<file path="config.mk">
export PLATFORM = sky130hd
export DESIGN_NAME = asu_top
export DESIGN_NICKNAME = d
export VERILOG_FILES = /design/src/include/asu_pkg.sv /design/src/logic/asu_rx.sv /design/src/logic/asu_top.sv
export SDC_FILE = /design/constraint.sdc
export NUM_CORES = 1
export LEC_CHECK = 0
export BUFFER_PORTS_ARGS = -buffer_cell sky130_fd_sc_hd__buf_2
export CORE_UTILIZATION = 55
export CTS_CLUSTER_SIZE = 16
export DETAILED_ROUTE_END_ITERATION = 12
export PLACE_DENSITY = 0.72
export REMOVE_ABC_BUFFERS = 1
export SLEW_MARGIN = 20
export SYNTH_ARGS = -nofsm -noshare
export SYNTH_HDL_FRONTEND = slang
export SYNTH_SLANG_ARGS = --single-unit
</file>
<file path="constraint.sdc">
create_clock -name i_ref_clk -period 4.4 [get_ports i_ref_clk]
set_clock_uncertainty 0.15 [all_clocks]
set_input_delay 0.44 -clock i_ref_clk [delete_from_list [all_inputs] [get_ports i_ref_clk]]
set_output_delay 0.44 -clock i_ref_clk [all_outputs]
set_load 0.005 [all_outputs]
</file>
<file path="src/include/asu_pkg.sv">
package asu_pkg;
    // mode register bit positions
    localparam int MODE_POWER_BIT = 7;
    localparam int MODE_TXE_BIT = 6;
    localparam int MODE_RXE_BIT = 5;
    // status register bit positions of the buffer-full and shifter-busy flags
    localparam int STAT_TXBF_BIT = 1;
    localparam int STAT_TXSF_BIT = 0;
    // reset values
    localparam logic [7:0] MODE_RESET = 8'h01;
    localparam logic [7:0] TXB_RESET = 8'hFF;
    localparam logic [7:0] RXB_RESET = 8'hFF;
    // default bit period in operating clocks
    localparam int BAUD_DIV_DEFAULT = 16;
    // extra gap after stop bit during back-to-back frames, in operating clocks
    localparam int BTB_GAP_CLKS = 2;
    localparam int DATA_BITS = 8;
    typedef enum logic [4:0] {
        ASU_TX_IDLE  = 5'b00001,
        ASU_TX_START = 5'b00010,
        ASU_TX_DATA  = 5'b00100,
        ASU_TX_STOP  = 5'b01000,
        ASU_TX_GAP   = 5'b10000
    } asu_tx_state_t;
    typedef enum logic [3:0] {
        ASU_RX_IDLE  = 4'b0001,
        ASU_RX_START = 4'b0010,
        ASU_RX_DATA  = 4'b0100,
        ASU_RX_STOP  = 4'b1000
    } asu_rx_state_t;
endpackage

</file>
<file path="src/logic/asu_rx.sv">
`timescale 1ns/1ps
module asu_rx
    import asu_pkg::*;
#(
    parameter int DIV_W = 16
) (
    input wire logic i_ref_clk,
    input wire logic i_rstn,
    input wire logic i_run,
    input wire logic [DIV_W-1:0] i_div,
    input wire logic i_rxd,
    output logic o_done,
    output logic o_frame_err,
    output logic [7:0] o_data
);
    asu_rx_state_t st_ff, nxt_st;
    logic [DIV_W-1:0] cnt_ff, nxt_cnt;
    logic [2:0] bit_ff, nxt_bit;
    logic [7:0] sh_ff, nxt_sh;
    logic [7:0] data_ff, nxt_data;
    logic done_ff, nxt_done;
    logic ferr_ff, nxt_ferr;

    always_comb begin
        nxt_st = st_ff;
        nxt_cnt = cnt_ff;
        nxt_bit = bit_ff;
        nxt_sh = sh_ff;
        nxt_data = data_ff;
        nxt_done = 1'b0;
        nxt_ferr = ferr_ff;
        if (!i_run) begin
            nxt_st = ASU_RX_IDLE;
        end else begin
            unique case (st_ff)
                ASU_RX_IDLE: begin
                    // timing restarts on every start edge
                    if (!i_rxd) begin
                        nxt_st = ASU_RX_START;
                        nxt_cnt = DIV_W'(i_div >> 1);
                    end
                end
                ASU_RX_START: begin
                    if (cnt_ff == '0) begin
                        if (i_rxd) begin
                            // glitch, not a start bit
                            nxt_st = ASU_RX_IDLE;
                        end else begin
                            nxt_st = ASU_RX_DATA;
                            nxt_cnt = DIV_W'(i_div - 1'b1);
                            nxt_bit = '0;
                        end
                    end else begin
                        nxt_cnt = DIV_W'(cnt_ff - 1'b1);
                    end
                end
                ASU_RX_DATA: begin
                    if (cnt_ff == '0) begin
                        nxt_sh = {i_rxd, sh_ff[7:1]};
                        nxt_cnt = DIV_W'(i_div - 1'b1);
                        nxt_bit = 3'(bit_ff + 1'b1);
                        if (bit_ff == 3'(DATA_BITS - 1)) begin
                            nxt_st = ASU_RX_STOP;
                        end
                    end else begin
                        nxt_cnt = DIV_W'(cnt_ff - 1'b1);
                    end
                end
                ASU_RX_STOP: begin
                    if (cnt_ff == '0) begin
                        nxt_st = ASU_RX_IDLE;
                        nxt_data = sh_ff;
                        nxt_done = 1'b1;
                        nxt_ferr = !i_rxd;
                    end else begin
                        nxt_cnt = DIV_W'(cnt_ff - 1'b1);
                    end
                end
            endcase
        end
    end

    always_ff @(posedge i_ref_clk or negedge i_rstn) begin
        if (!i_rstn) begin
            st_ff <= ASU_RX_IDLE;
            cnt_ff <= '0;
            bit_ff <= '0;
            sh_ff <= '0;
            data_ff <= RXB_RESET;
            done_ff <= 1'b0;
            ferr_ff <= 1'b0;
        end else begin
            st_ff <= nxt_st;
            cnt_ff <= nxt_cnt;
            bit_ff <= nxt_bit;
            sh_ff <= nxt_sh;
            data_ff <= nxt_data;
            done_ff <= nxt_done;
            ferr_ff <= nxt_ferr;
        end
    end

    assign o_done = done_ff;
    assign o_frame_err = ferr_ff;
    assign o_data = data_ff;
endmodule

</file>
<file path="src/logic/asu_top.sv">
`timescale 1ns/1ps
module asu_top
    import asu_pkg::*;
#(
    parameter int DIV_W = 16,
    parameter logic [15:0] BAUD_DIV = 16'(BAUD_DIV_DEFAULT)
) (
    input wire logic i_ref_clk,
    input wire logic i_rstn,
    input wire logic i_unit_power_bit,
    input wire logic i_tx_enable_bit,
    input wire logic i_rx_enable_bit,
    input wire logic i_tx_invert,
    input wire logic [DIV_W-1:0] i_bit_div,
    input wire logic i_tx_holding_buffer_wr,
    input wire logic [7:0] i_tx_holding_buffer_data,
    input wire logic i_serial_rx_pin,
    output logic o_serial_tx_pin,
    output logic [7:0] o_tx_status_register,
    output logic [7:0] o_serial_mode_register,
    output logic [7:0] o_rx_data,
    output logic o_rx_done,
    output logic o_rx_frame_err,
    output logic o_tx_done
);
    ////////////////////////////////////////////////////////////////////////
    // control: registers just hold; a stopped clock freezes them as-is
    logic [7:0] mode_ff, nxt_mode;
    logic tx_run, rx_run;
    logic [DIV_W-1:0] div_eff;

    // zero divider would lock the counters, so fall back to the default
    assign div_eff = (i_bit_div == '0) ? DIV_W'(BAUD_DIV) : i_bit_div;

    always_comb begin
        nxt_mode = MODE_RESET;
        nxt_mode[MODE_POWER_BIT] = i_unit_power_bit;
        nxt_mode[MODE_TXE_BIT] = i_tx_enable_bit;
        nxt_mode[MODE_RXE_BIT] = i_rx_enable_bit;
    end

    always_ff @(posedge i_ref_clk or negedge i_rstn) begin
        if (!i_rstn) begin
            mode_ff <= MODE_RESET;
        end else begin
            mode_ff <= nxt_mode;
        end
    end

    // enables act only with power, so the power-first order is honoured
    assign tx_run = mode_ff[MODE_POWER_BIT] && mode_ff[MODE_TXE_BIT];
    assign rx_run = mode_ff[MODE_POWER_BIT] && mode_ff[MODE_RXE_BIT];

    ////////////////////////////////////////////////////////////////////////
    // receive pin synchroniser
    logic rx_s1_ff, rx_s2_ff;

    always_ff @(posedge i_ref_clk or negedge i_rstn) begin
        if (!i_rstn) begin
            rx_s1_ff <= 1'b1;
            rx_s2_ff <= 1'b1;
        end else begin
            rx_s1_ff <= i_serial_rx_pin;
            rx_s2_ff <= rx_s1_ff;
        end
    end

    // received data taken from the two-flop synchronised pin, never inverted
    asu_rx #(
        .DIV_W(DIV_W)
    ) u_rx (
        .i_ref_clk(i_ref_clk),
        .i_rstn(i_rstn),
        .i_run(rx_run),
        .i_div(div_eff),
        .i_rxd(rx_s2_ff),
        .o_done(o_rx_done),
        .o_frame_err(o_rx_frame_err),
        .o_data(o_rx_data)
    );

    ////////////////////////////////////////////////////////////////////////
    // transmit buffer and shifter
    asu_tx_state_t st_ff, nxt_st;
    logic [7:0] txb_ff, nxt_txb;
    logic txbf_ff, nxt_txbf;
    logic [7:0] sh_ff, nxt_sh;
    logic [DIV_W-1:0] cnt_ff, nxt_cnt;
    logic [2:0] bit_ff, nxt_bit;
    logic line_ff, nxt_line;
    logic pin_ff, nxt_pin;
    logic tdone_ff, nxt_tdone;
    logic load;

    // a buffered byte moves into the shifter from idle or at the gap's last clock
    assign load = txbf_ff && tx_run && ((st_ff == ASU_TX_IDLE) || ((st_ff == ASU_TX_GAP) && (cnt_ff == '0)));

    always_comb begin
        nxt_st = st_ff;
        nxt_txb = txb_ff;
        nxt_txbf = txbf_ff;
        nxt_sh = sh_ff;
        nxt_cnt = cnt_ff;
        nxt_bit = bit_ff;
        nxt_line = line_ff;
        nxt_tdone = 1'b0;
        if (load) begin
            nxt_txbf = 1'b0;
        end
        // write after load in same cycle: set wins
        if (i_tx_holding_buffer_wr && tx_run) begin
            nxt_txb = i_tx_holding_buffer_data;
            nxt_txbf = 1'b1;
        end
        if (!tx_run) begin
            nxt_st = ASU_TX_IDLE;
            nxt_line = 1'b1;
            nxt_txbf = 1'b0;
        end else begin
            unique case (st_ff)
                ASU_TX_IDLE: begin
                    if (load) begin
                        nxt_sh = txb_ff;
                        nxt_st = ASU_TX_START;
                        nxt_line = 1'b0;
                        nxt_cnt = DIV_W'(div_eff - 1'b1);
                    end
                end
                ASU_TX_START: begin
                    if (cnt_ff == '0) begin
                        nxt_st = ASU_TX_DATA;
                        nxt_line = sh_ff[0];
                        nxt_bit = '0;
                        nxt_cnt = DIV_W'(div_eff - 1'b1);
                    end else begin
                        nxt_cnt = DIV_W'(cnt_ff - 1'b1);
                    end
                end
                ASU_TX_DATA: begin
                    if (cnt_ff == '0) begin
                        nxt_cnt = DIV_W'(div_eff - 1'b1);
                        if (bit_ff == 3'(DATA_BITS - 1)) begin
                            nxt_st = ASU_TX_STOP;
                            nxt_line = 1'b1;
                        end else begin
                            nxt_sh = {1'b1, sh_ff[7:1]};
                            nxt_line = sh_ff[1];
                            nxt_bit = 3'(bit_ff + 1'b1);
                        end
                    end else begin
                        nxt_cnt = DIV_W'(cnt_ff - 1'b1);
                    end
                end
                ASU_TX_STOP: begin
                    if (cnt_ff == '0) begin
                        nxt_tdone = 1'b1;
                        nxt_st = ASU_TX_GAP;
                        // two idle clocks; the next start loads at the gap's end, not via idle
                        nxt_cnt = DIV_W'(BTB_GAP_CLKS - 1);
                    end else begin
                        nxt_cnt = DIV_W'(cnt_ff - 1'b1);
                    end
                end
                ASU_TX_GAP: begin
                    if (cnt_ff == '0) begin
                        if (load) begin
                            // back to back: no extra idle cycle beyond the gap
                            nxt_sh = txb_ff;
                            nxt_st = ASU_TX_START;
                            nxt_line = 1'b0;
                            nxt_cnt = DIV_W'(div_eff - 1'b1);
                        end else begin
                            nxt_st = ASU_TX_IDLE;
                        end
                    end else begin
                        nxt_cnt = DIV_W'(cnt_ff - 1'b1);
                    end
                end
            endcase
        end
        nxt_pin = i_tx_invert ? !nxt_line : nxt_line;
    end

    // no clock, no edge: every flop including the pin simply holds
    always_ff @(posedge i_ref_clk or negedge i_rstn) begin
        if (!i_rstn) begin
            st_ff <= ASU_TX_IDLE;
            txb_ff <= TXB_RESET;
            txbf_ff <= 1'b0;
            sh_ff <= '0;
            cnt_ff <= '0;
            bit_ff <= '0;
            line_ff <= 1'b1;
            pin_ff <= 1'b1;
            tdone_ff <= 1'b0;
        end else begin
            st_ff <= nxt_st;
            txb_ff <= nxt_txb;
            txbf_ff <= nxt_txbf;
            sh_ff <= nxt_sh;
            cnt_ff <= nxt_cnt;
            bit_ff <= nxt_bit;
            line_ff <= nxt_line;
            pin_ff <= nxt_pin;
            tdone_ff <= nxt_tdone;
        end
    end

    ////////////////////////////////////////////////////////////////////////
    // status outputs
    logic [7:0] stat_ff, nxt_stat;

    always_comb begin
        nxt_stat = '0;
        nxt_stat[STAT_TXBF_BIT] = nxt_txbf;
        // gap counts as busy: a byte written then waits for the gap's end
        nxt_stat[STAT_TXSF_BIT] = (nxt_st != ASU_TX_IDLE);
    end

    always_ff @(posedge i_ref_clk or negedge i_rstn) begin
        if (!i_rstn) begin
            stat_ff <= '0;
        end else begin
            stat_ff <= nxt_stat;
        end
    end

    assign o_serial_tx_pin = pin_ff;
    assign o_tx_status_register = stat_ff;
    assign o_serial_mode_register = mode_ff;
    assign o_tx_done = tdone_ff;
endmodule

</file>
==> results.json, run 1 <==
{
  "place_inst": 827,
  "routedWlPerCell_microns": 19.4,
  "via_per_inst": 6.49,
  "finalSetupViolCount": 0,
  "portBuffers": 48,
  "design_area_sq_mm": 0.00647,
  "crit_type": "flip-flop to flip-flop",
  "intPower_uw": 1300,
  "slew_headroom_pct": 42.7,
  "start_util_pct": 57.5,
  "cts_tree": "built",
  "p_leak_uw": 0.00270,
  "antenna-diode-count": 0,
  "critPathArrivalTime_ns": 3.40,
  "synth_ff_type": "dfrtp_1",
  "first_pass_iters": 6,
  "routed_wl_microns": 16400,
  "finalHoldViolCount": 0,
  "synthesis.area_sq_mm": 0.00601,
  "area_delta_synth_final_pct": 7.55,
  "dieHeight_microns": 107,
  "dieArea_sq_mm": 0.0114,
  "gr-total-overflow": 0,
  "cp-end-kind": "flip-flop",
  "seqCellArea_sq_mm": 0.00230,
  "crit_fanout": 13,
  "drv_cap": 0,
  "finish.utilization_pct": 61.8,
  "slowest_delay_ns": 0.47,
  "drive_gt1_share_pct": 19.6,
  "cts-root-buf": "clkbuf_8",
  "synth_seq_cells": 91,
  "via_count": 5488,
  "synth_edf_count": 0,
  "clk_pin_slew_worst_paths_ns": 0.09,
  "grt_pass1_wl_microns": 26300,
  "fin_crit_ns": 3.29,
  "multi_input_area_sq_mm": 0.00344,
  "synthCells": 676,
  "fillers": 949,
  "min-delay-start": "i_tx_enable_bit",
  "hold_depth": 1,
  "p_clk_share_pct": 29.0,
  "tightest_slew_ns": 0.860,
  "dp_hpwl_microns": 11600,
  "gp_congestion": 0.991,
  "power_density_mw_per_mm2": 296,
  "pwr-share-seq_pct": 53.3,
  "rr_worst_depth": 8,
  "grtUsageTotal_pct": 29.7,
  "crit_path_start_kind": "flip-flop",
  "swShare_pct": 32.0,
  "nets": 744,
  "synthArstFlopShare_pct": 100,
  "p_switching_uw": 613,
  "rsz0062_at_grt": "no",
  "grt_max_degree": 56,
  "comb_power_share_pct": 17.6,
  "timing.rr.start": "cnt_ff[0]",
  "crit_slowest_cell": "and2_1",
  "cp_cell_sequence": "inv_1 -> ha_1 -> nor4b_4 -> nand4_2 -> o21ai_1 -> and2_1 -> o21ai_0 -> a211o_1",
  "drv_slew": 0,
  "finalHoldWorstSlack_ns": 0.0322,
  "peakVddDrop_uv": 233,
  "grt_pass1_vias": 5191,
  "drtIter0Drc": 620,
  "tns_ns": 0,
  "yosys_warnings": 0,
  "hold_path_class": "input port to flip-flop",
  "route.detailed.drc": 0,
  "postRouteAntennaNets": 0,
  "clkLatencyLatePin_ns": 0.37,
  "h-tree-depth": 3,
  "stdcell_count": 845,
  "post-route-period-util_pct": 74.8,
  "avgSynthCellArea_sq_um": 8.90,
  "reg2reg_to": "cnt_ff[5]",
  "fmax_mhz": 304,
  "whs_endpoint": "o_serial_mode_register[6]",
  "io_pins": 60,
  "rrSetupSlack_ns": 1.11,
  "cts.path.max_buffers": 2,
  "fp.coreArea_sq_mm": 0.0105,
  "clkSinkCount": 91,
  "placement_rows": 37,
  "status": "finished, final reports clean",
  "die_w_microns": 107,
  "seq_area_frac_synth_pct": 38.3,
  "yosysUniqueCellTypes": 78,
  "cp.required_ns": 4.51,
  "cts_buffers": 9,
  "place_area_sq_mm": 0.00625,
  "antenna_found_initial": 0
}
[flip-flops by register name (all words and copies together), names as in the netlist, 3 cells and up]
register                count
u_rx.bit_ff                 3
u_rx.o_data                 8
u_rx.st_ff                  4
bit_ff                      3
o_serial_mode_register      3
u_rx.cnt_ff                16
sh_ff                       8
u_rx.sh_ff                  8
txb_ff                      8
st_ff                       5
cnt_ff                     16
[metal layers]
layer  GRT usage (%)  vias to the layer above  part of all wire (%)
met1            42.2                     2588                    45
met3            6.08                       45                   8.4
li1                -                     2571                     -
met5               0                        -                     0
met2            44.9                      284                    44
met4            11.0                        0                   2.8
[cell type report]
cell class / instances / area share (%)
clock inverters: 5 / 0.658
flip-flops and latches: 91 / 35.6
well taps: 136 / 2.63
multi-input cells: 531 / 53.2
inverters: 16 / 0.928
repair buffers: 55 / 4.64
clock buffers: 11 / 2.34
[per-stage QoR]
step | power [uW] | setup WS, ns
after floorplan | 1230 | 1.38
after global placement | 1350 | 1.26
after detailed placement | 1360 | 1.12
after CTS | 1920 | 1.11
after global routing | 2010 | 0.911
final | 1920 | 1.11
[worst max-delay path, delay by kind of cell, from the launching register on]
family / cells / cell delay (ns)
flip-flops: 1 / 0.45
buffers and inverters: 1 / 0.11
AND/OR/NAND/NOR: 3 / 1.39
AO/OA/AOI/OAI: 3 / 0.87
adder cells (fa/ha/maj): 1 / 0.20
[logic make-up (layout without fill, tap and decap cells)]
family,count (synthesis),count (layout),synth area share [%]
flip-flops,91,91,38.3
adder cells (fa/ha/maj),8,8,1.66
buffers and inverters,63,87,5.26
other,2,11,0.125
multiplexers,40,40,7.68
XOR/XNOR,19,19,2.77
AO/OA/AOI/OAI,219,219,22.9
AND/OR/NAND/NOR,234,234,21.2
[power by group through the flow]
| stage | clock network, uW | logic (uW) | registers [uW] |
|---|---|---|---|
| 2_1_floorplan | 0 | 225 | 1010 |
| 3_3_place_gp | 0 | 321 | 1030 |
| 5_1_grt | 602 | 374 | 1030 |
| 6_report | 557 | 338 | 1020 |
| 4_1_cts | 569 | 334 | 1020 |
| 3_5_place_dp | 0 | 330 | 1030 |
[layout by cell type, fill, tap and decap left out, drive strengths merged, types with 10 or more instances in the layout]
cell type  Yosys  routed
nand2         60      60
a21oi         55      55
mux2          25      25
dfstp         22      22
o21ai         77      77
clkbuf        21      11
mux2i         15      15
dfrtp         69      69
buf           26      53
nand3         19      19
xor2          10      10
nor3          31      31
nor2          46      46
inv           16      18
conb           2      11
nor4          17      17
[synth_stat cells (6+ instances only)]
cell type | n | area share, %
nor4_1 | 17 | 1.8
mux2_4 | 8 | 2.0
dfrtp_1 | 69 | 29
a21o_1 | 6 | 0.75
xor2_1 | 10 | 1.5
xnor2_1 | 9 | 1.3
a21oi_1 | 53 | 4.4
buf_2 | 10 | 0.83
o22ai_1 | 9 | 0.94
ha_1 | 8 | 1.7
or4_1 | 7 | 0.87
nand2_1 | 59 | 3.7
clkbuf_1 | 21 | 1.3
o21ai_0 | 62 | 5.2
inv_1 | 15 | 0.94
nand3_1 | 19 | 1.6
nor2_1 | 45 | 2.8
nor3_1 | 27 | 2.2
a22o_1 | 7 | 1.0
or3_1 | 6 | 0.62
o21ai_1 | 15 | 1.2
buf_4 | 14 | 1.7
dfstp_2 | 22 | 9.6
nand4_1 | 6 | 0.62
mux2_2 | 17 | 3.2
mux2i_1 | 15 | 2.5
[worst max-delay path by stage]
| stage | from | endpoint | slack (ns) | cells past startpoint |
|---|---|---|---|---|
| final | cnt_ff[0] | cnt_ff[5] | 1.11 | 8 |
| after global placement | cnt_ff[0] | cnt_ff[5] | 1.26 | 8 |
| after floorplan | cnt_ff[0] | sh_ff[0] | 1.38 | 8 |
| after detailed placement | cnt_ff[0] | sh_ff[1] | 1.12 | 8 |
| after global routing | cnt_ff[0] | cnt_ff[5] | 0.91 | 8 |
| after CTS | cnt_ff[0] | sh_ff[1] | 1.11 | 8 |
[what timing repair did]
action	CTS	global route
hold buffers	2	0
hold endpoints to repair	13	0
setup buffers	0	0
gates resized for setup	0	0
Power figures use the tool's default switching activity.
==> run 2: changes to the inputs <==
==> constraint.sdc (replaced) <==
create_clock -name i_ref_clk -period 3.2 [get_ports i_ref_clk]
set_clock_uncertainty 0.15 [all_clocks]
set_input_delay 0.32 -clock i_ref_clk [delete_from_list [all_inputs] [get_ports i_ref_clk]]
set_output_delay 0.32 -clock i_ref_clk [all_outputs]
set_load 0.005 [all_outputs]
==> run 2 against run 1 <==
Net effect:
- critical path depth stayed put
- combinational power is 41% higher
- flip-flop and latch count stayed put
- hold slack worse by 0.0027 ns
- via count is 3.0% higher
- count of clock-buffer cells in the layout is 1 lower
- power is 39% higher
- global-route usage is 0.54 points higher
- non-clock buffer count is 21 higher
- critical endpoint is now cnt_ff[7]
- maximum frequency is 15% higher
- utilization is 1.5 points higher
- wire length is 0.21% higher
==> results.json, run 2 (synthesis gave the netlist of run 1 again) <==
{
  "status": "finished, final reports clean",
  "antenna-diode-count": 0,
  "area_delta_synth_final_pct": 10.1,
  "rr_worst_depth": 8,
  "tns_ns": 0,
  "cts.path.max_buffers": 2,
  "whs_endpoint": "txb_ff[2]",
  "first_pass_iters": 5,
  "io_pins": 60,
  "cp_cell_sequence": "inv_1 -> ha_1 -> nor4b_4 -> nand4_2 -> o21ai_1 -> and2_1 -> o21ai_0 -> a22o_1",
  "clk_pin_slew_worst_paths_ns": 0.10,
  "p_switching_uw": 836,
  "start_util_pct": 57.5,
  "slew_headroom_pct": 48.6,
  "grtUsageTotal_pct": 30.3,
  "postRouteAntennaNets": 0,
  "cts_buffers": 9,
  "reg2reg_to": "cnt_ff[7]",
  "routedWlPerCell_microns": 18.9,
  "design_area_sq_mm": 0.00662,
  "wl_met1_microns": 7220,
  "dp_hpwl_microns": 11700,
  "placement_rows": 37,
  "pwr-share-seq_pct": 52.7,
  "rrSetupSlack_ns": 0.34,
  "grt_max_degree": 59,
  "peakVddDrop_uv": 326,
  "p_leak_uw": 0.00280,
  "tightest_slew_ns": 0.768,
  "gp_congestion": 0.970,
  "power.total_uw": 2670,
  "final_cell_mix": "dfrtp_1 (69), o21ai_0 (62), nand2_1 (59)",
  "place_area_sq_mm": 0.00637,
  "route.detailed.drc": 0,
  "antenna_found_initial": 0,
  "gr-total-overflow": 0,
  "grt_pass1_wl_microns": 26700,
  "via_count": 5651,
  "finalSetupViolCount": 0,
  "crit_type": "flip-flop to flip-flop",
  "power_density_mw_per_mm2": 404,
  "timing.rr.start": "cnt_ff[0]",
  "comb_power_share_pct": 17.9,
  "drv_slew": 0,
  "post-route-period-util_pct": 89.4,
  "p_clk_share_pct": 29.4,
  "clkLatencyLatePin_ns": 0.38,
  "crit_fanout": 10,
  "die_w_microns": 107,
  "critPathArrivalTime_ns": 2.97,
  "crit_path_start_kind": "flip-flop",
  "finalHoldViolCount": 0,
  "finalHoldWorstSlack_ns": 0.0294,
  "nets": 765,
  "cp.buffers_inverters": 1,
  "cp-end-kind": "flip-flop",
  "intPower_uw": 1840,
  "crit_family": "simple AND/OR/NAND/NOR gates",
  "clkSinkCount": 91,
  "drtIter0Drc": 754,
  "fp.coreArea_sq_mm": 0.0105,
  "hold_path_class": "input port to flip-flop",
  "wl_met3_microns": 1510,
  "h-tree-depth": 3,
  "min-delay-start": "i_tx_holding_buffer_data[2]",
  "reg_top3": "cnt_ff (16), u_rx.cnt_ff (16)",
  "swShare_pct": 31.3,
  "drive_gt1_share_pct": 21.0,
  "wl_met2_microns": 7090,
  "top_layer": "met4",
  "dieArea_sq_mm": 0.0114,
  "grt_pass1_vias": 5355,
  "cp.required_ns": 3.31,
  "dieHeight_microns": 107,
  "hold_depth": 2,
  "portBuffers": 48,
  "drv_cap": 0,
  "final_common_cell": "dfrtp_1",
  "cts-root-buf": "clkbuf_8",
  "fin_crit_ns": 2.86,
  "routed_wl_microns": 16400,
  "crit_slowest_cell": "dfrtp_1",
  "slowest_delay_ns": 0.46,
  "rsz0062_at_grt": "no",
  "via_per_inst": 6.53,
  "cts_tree": "built",
  "fmax_mhz": 350
}
run 2: worst max-delay path by stage:
stage,startpoint,endpoint,slack (ns),depth (start not counted)
2_1_floorplan,cnt_ff[0],sh_ff[0],0.18,8
3_3_place_gp,cnt_ff[0],cnt_ff[5],0.43,8
3_5_place_dp,i_bit_div[0],cnt_ff[12],0.35,9
4_1_cts,u_rx.cnt_ff[0],u_rx.cnt_ff[11],0.39,9
5_1_grt,u_rx.cnt_ff[0],u_rx.cnt_ff[11],0.16,9
6_report,cnt_ff[0],cnt_ff[7],0.34,8
run 2: routing by layer:
metal  global-route usage (%)  vias to the layer above
met4                     14.0                        0
li1                         -                     2614
met5                        0                        -
met2                     44.2                      299
met1                     42.3                     2685
met3                     7.48                       53
run 2: worst register-to-register path: cells and delay by family, from the launching register on:
family                   cells  cell delay, ns
AND/OR/NAND/NOR              3            1.06
AO/OA/AOI/OAI                3            0.77
flip-flops                   1            0.46
adder cells (fa/ha/maj)      1            0.20
buffers and inverters        1            0.11
run 2: power groups by stage:
| stage | Clock, uW | Sequential (uW) | Combinational, uW |
|---|---|---|---|
| 3_3_place_gp | 0 | 1420 | 453 |
| 3_5_place_dp | 0 | 1420 | 463 |
| 2_1_floorplan | 0 | 1390 | 310 |
| 5_1_grt | 845 | 1420 | 532 |
| 4_1_cts | 805 | 1400 | 471 |
| 6_report | 787 | 1410 | 478 |
run 2: cell type report:
class	count	area, sq um
multi-input combinational	531	3430
clock buffer	10	128
sequential	91	2300
inverter	16	60.1
fill	909	3840
tap	136	170
timing repair buffer	76	468
clock inverter	6	65.1
run 2: timing repair:
item / 4_1_cts / 5_1_grt
buffers inserted: 0 / 0
endpoints found under the hold margin: 48 / 0
gates resized for setup: 0 / 0
hold buffers: 6 / 0
run 2: per-stage QoR:
step	cells	utilization [%]	setup WS, ns
2_1_floorplan	638	-	0.180
3_3_place_gp	844	60.9	0.426
3_5_place_dp	844	60.9	0.346
4_1_cts	866	63.3	0.386
5_1_grt	866	63.3	0.155
6_report	866	63.3	0.340
==> run 3: changes to the inputs <==
--- a/config.mk
+++ b/config.mk
@@ -9,9 +9,12 @@
 export CORE_UTILIZATION = 55
 export CTS_CLUSTER_SIZE = 16
 export DETAILED_ROUTE_END_ITERATION = 12
+export MAX_ROUTING_LAYER = met4
 export PLACE_DENSITY = 0.72
+export RECOVER_POWER = 100
 export REMOVE_ABC_BUFFERS = 1
 export SLEW_MARGIN = 20
 export SYNTH_ARGS = -nofsm -noshare
 export SYNTH_HDL_FRONTEND = slang
 export SYNTH_SLANG_ARGS = --single-unit
+export TNS_END_PERCENT = 5
==> run 3 against run 2 <==
Net effect:
- critical path depth is the same
- highest routed layer unchanged
- count of clock-buffer cells in the layout grew 2
- largest power group unchanged
- sequential power about the same
- critical path type unchanged
==> results.json, run 3 (synthesis gave the netlist of run 1 again) <==
{
  "place_inst": 844,
  "rr_worst_depth": 8,
  "wl_met1_microns": 7400,
  "crit_fanout": 10,
  "grtUsageTotal_pct": 31.0,
  "first_pass_iters": 5,
  "tightest_slew_ns": 1.29,
  "finalHoldWorstSlack_ns": 0.0265,
  "peakVddDrop_uv": 364,
  "dieHeight_microns": 107,
  "cts_buffers": 9,
  "final_common_cell": "o21ai_0",
  "drv_cap": 0,
  "power_density_mw_per_mm2": 406,
  "placement_rows": 37,
  "reg_top3": "cnt_ff (16), u_rx.cnt_ff (16)",
  "critPathArrivalTime_ns": 3.08,
  "clkSinkCount": 91,
  "slew_headroom_pct": 14.2,
  "postRouteAntennaNets": 0,
  "h-tree-depth": 3,
  "nets": 765,
  "area_delta_synth_final_pct": 8.95,
  "antenna_found_initial": 0,
  "drive_gt1_share_pct": 17.7,
  "wl_met2_microns": 7080,
  "post-route-period-util_pct": 92.4,
  "cts.path.max_buffers": 2,
  "top_layer": "met4",
  "grt_pass1_wl_microns": 26600,
  "portBuffers": 48,
  "drv_slew": 0,
  "rsz0062_at_grt": "no",
  "finalHoldViolCount": 0,
  "dp_hpwl_microns": 11700,
  "io_pins": 60,
  "grt_pass1_vias": 5179,
  "reg2reg_to": "cnt_ff[5]",
  "drtIter0Drc": 799,
  "worst_slack_ns": 0.244,
  "cts-root-buf": "clkbuf_8",
  "fp.coreArea_sq_mm": 0.0105,
  "antenna-diode-count": 0,
  "wl_met3_microns": 1530,
  "dieArea_sq_mm": 0.0114,
  "cp-end-kind": "flip-flop",
  "crit_type": "flip-flop to flip-flop",
  "finalSetupViolCount": 0,
  "cp.required_ns": 3.32,
  "fmax_mhz": 338,
  "tns_ns": 0,
  "cts_tree": "built",
  "hold_path_class": "input port to flip-flop",
  "whs_endpoint": "txb_ff[3]",
  "clkLatencyLatePin_ns": 0.38,
  "via_count": 5586,
  "stdcell_count": 866,
  "grt_max_degree": 51,
  "gp_congestion": 1.00,
  "via_per_inst": 6.45,
  "min-delay-start": "i_tx_holding_buffer_data[3]",
  "hold_depth": 2,
  "clk_pin_slew_worst_paths_ns": 0.10,
  "rrSetupSlack_ns": 0.24,
  "routedWlPerCell_microns": 19.0,
  "place_ws_ns": 0.339,
  "p_leak_uw": 0.00275,
  "routed_wl_microns": 16500,
  "crit_path_start_kind": "flip-flop",
  "place_area_sq_mm": 0.00637,
  "design_area_sq_mm": 0.00655,
  "die_w_microns": 107,
  "gr-total-overflow": 0,
  "start_util_pct": 57.5,
  "fin_crit_ns": 2.96,
  "final_cell_mix": "o21ai_0 (73), dfrtp_1 (69), nand2_1 (59)",
  "timing.rr.start": "cnt_ff[0]",
  "route.detailed.drc": 0,
  "status": "finished, final reports clean"
}
==> run 3: cell count changes in the layout (fill, tap and decap cells not counted), sizes merged <==
cell / delta
clkinvlp: -1
buf: -8
clkbuf: +10
inv: -1
==> run 3: per-layer routing <==
metal	up-vias	global-route usage, %
met2	325	43.7
li1	2603	-
met3	40	5.05
met5	-	-
met1	2618	44.4
met4	0	13.1
==> run 3: layout make-up <==
type | instances | area (sq um)
clock inverters | 4 | 52.6
inverters | 16 | 60.1
repair buffers | 76 | 450
flip-flops and latches | 91 | 2300
clock buffers | 12 | 135
well taps | 136 | 170
fillers | 938 | 3910
multi-input cells | 531 | 3380
==> run 3: per-stage QoR <==
step	total power, uW	util [%]
2_1_floorplan	1700	-
3_3_place_gp	1880	60.9
3_5_place_dp	1890	60.9
4_1_cts	2670	63.3
5_1_grt	2770	62.6
6_report	2660	62.6
==> run 3: repair_timing <==
action,4_1_cts,5_1_grt
hold buffers,6,0
setup endpoints to repair,0,0
gates resized for setup,0,0
buffers inserted,0,0
endpoints found under the hold margin,45,0
==> run 3: power by group <==
part           internal (uW)  switching (uW)  total (uW)
sequential              1270             135        1410
combinational            193             275         468
clock                    364             421         786
==> run 3: worst max-delay path, stage by stage, from the launching register on <==
cell and delay, ns:
dfrtp_1 0.45, inv_1 0.10, ha_1 0.24, nor4b_4 0.37, nand4_2 0.27, o21ai_1 0.36
and2_1 0.44, o21ai_0 0.16, a211o_1 0.31
==> run 3: how the worst max path moves through the flow <==
stage | from | to | depth (start not counted)
final | cnt_ff[0] | cnt_ff[5] | 8
after CTS | cnt_ff[0] | cnt_ff[5] | 8
after global placement | i_bit_div[0] | cnt_ff[14] | 8
after detailed placement | cnt_ff[0] | cnt_ff[5] | 8
after global routing | u_rx.cnt_ff[0] | u_rx.cnt_ff[11] | 9
after floorplan | cnt_ff[0] | sh_ff[0] | 8
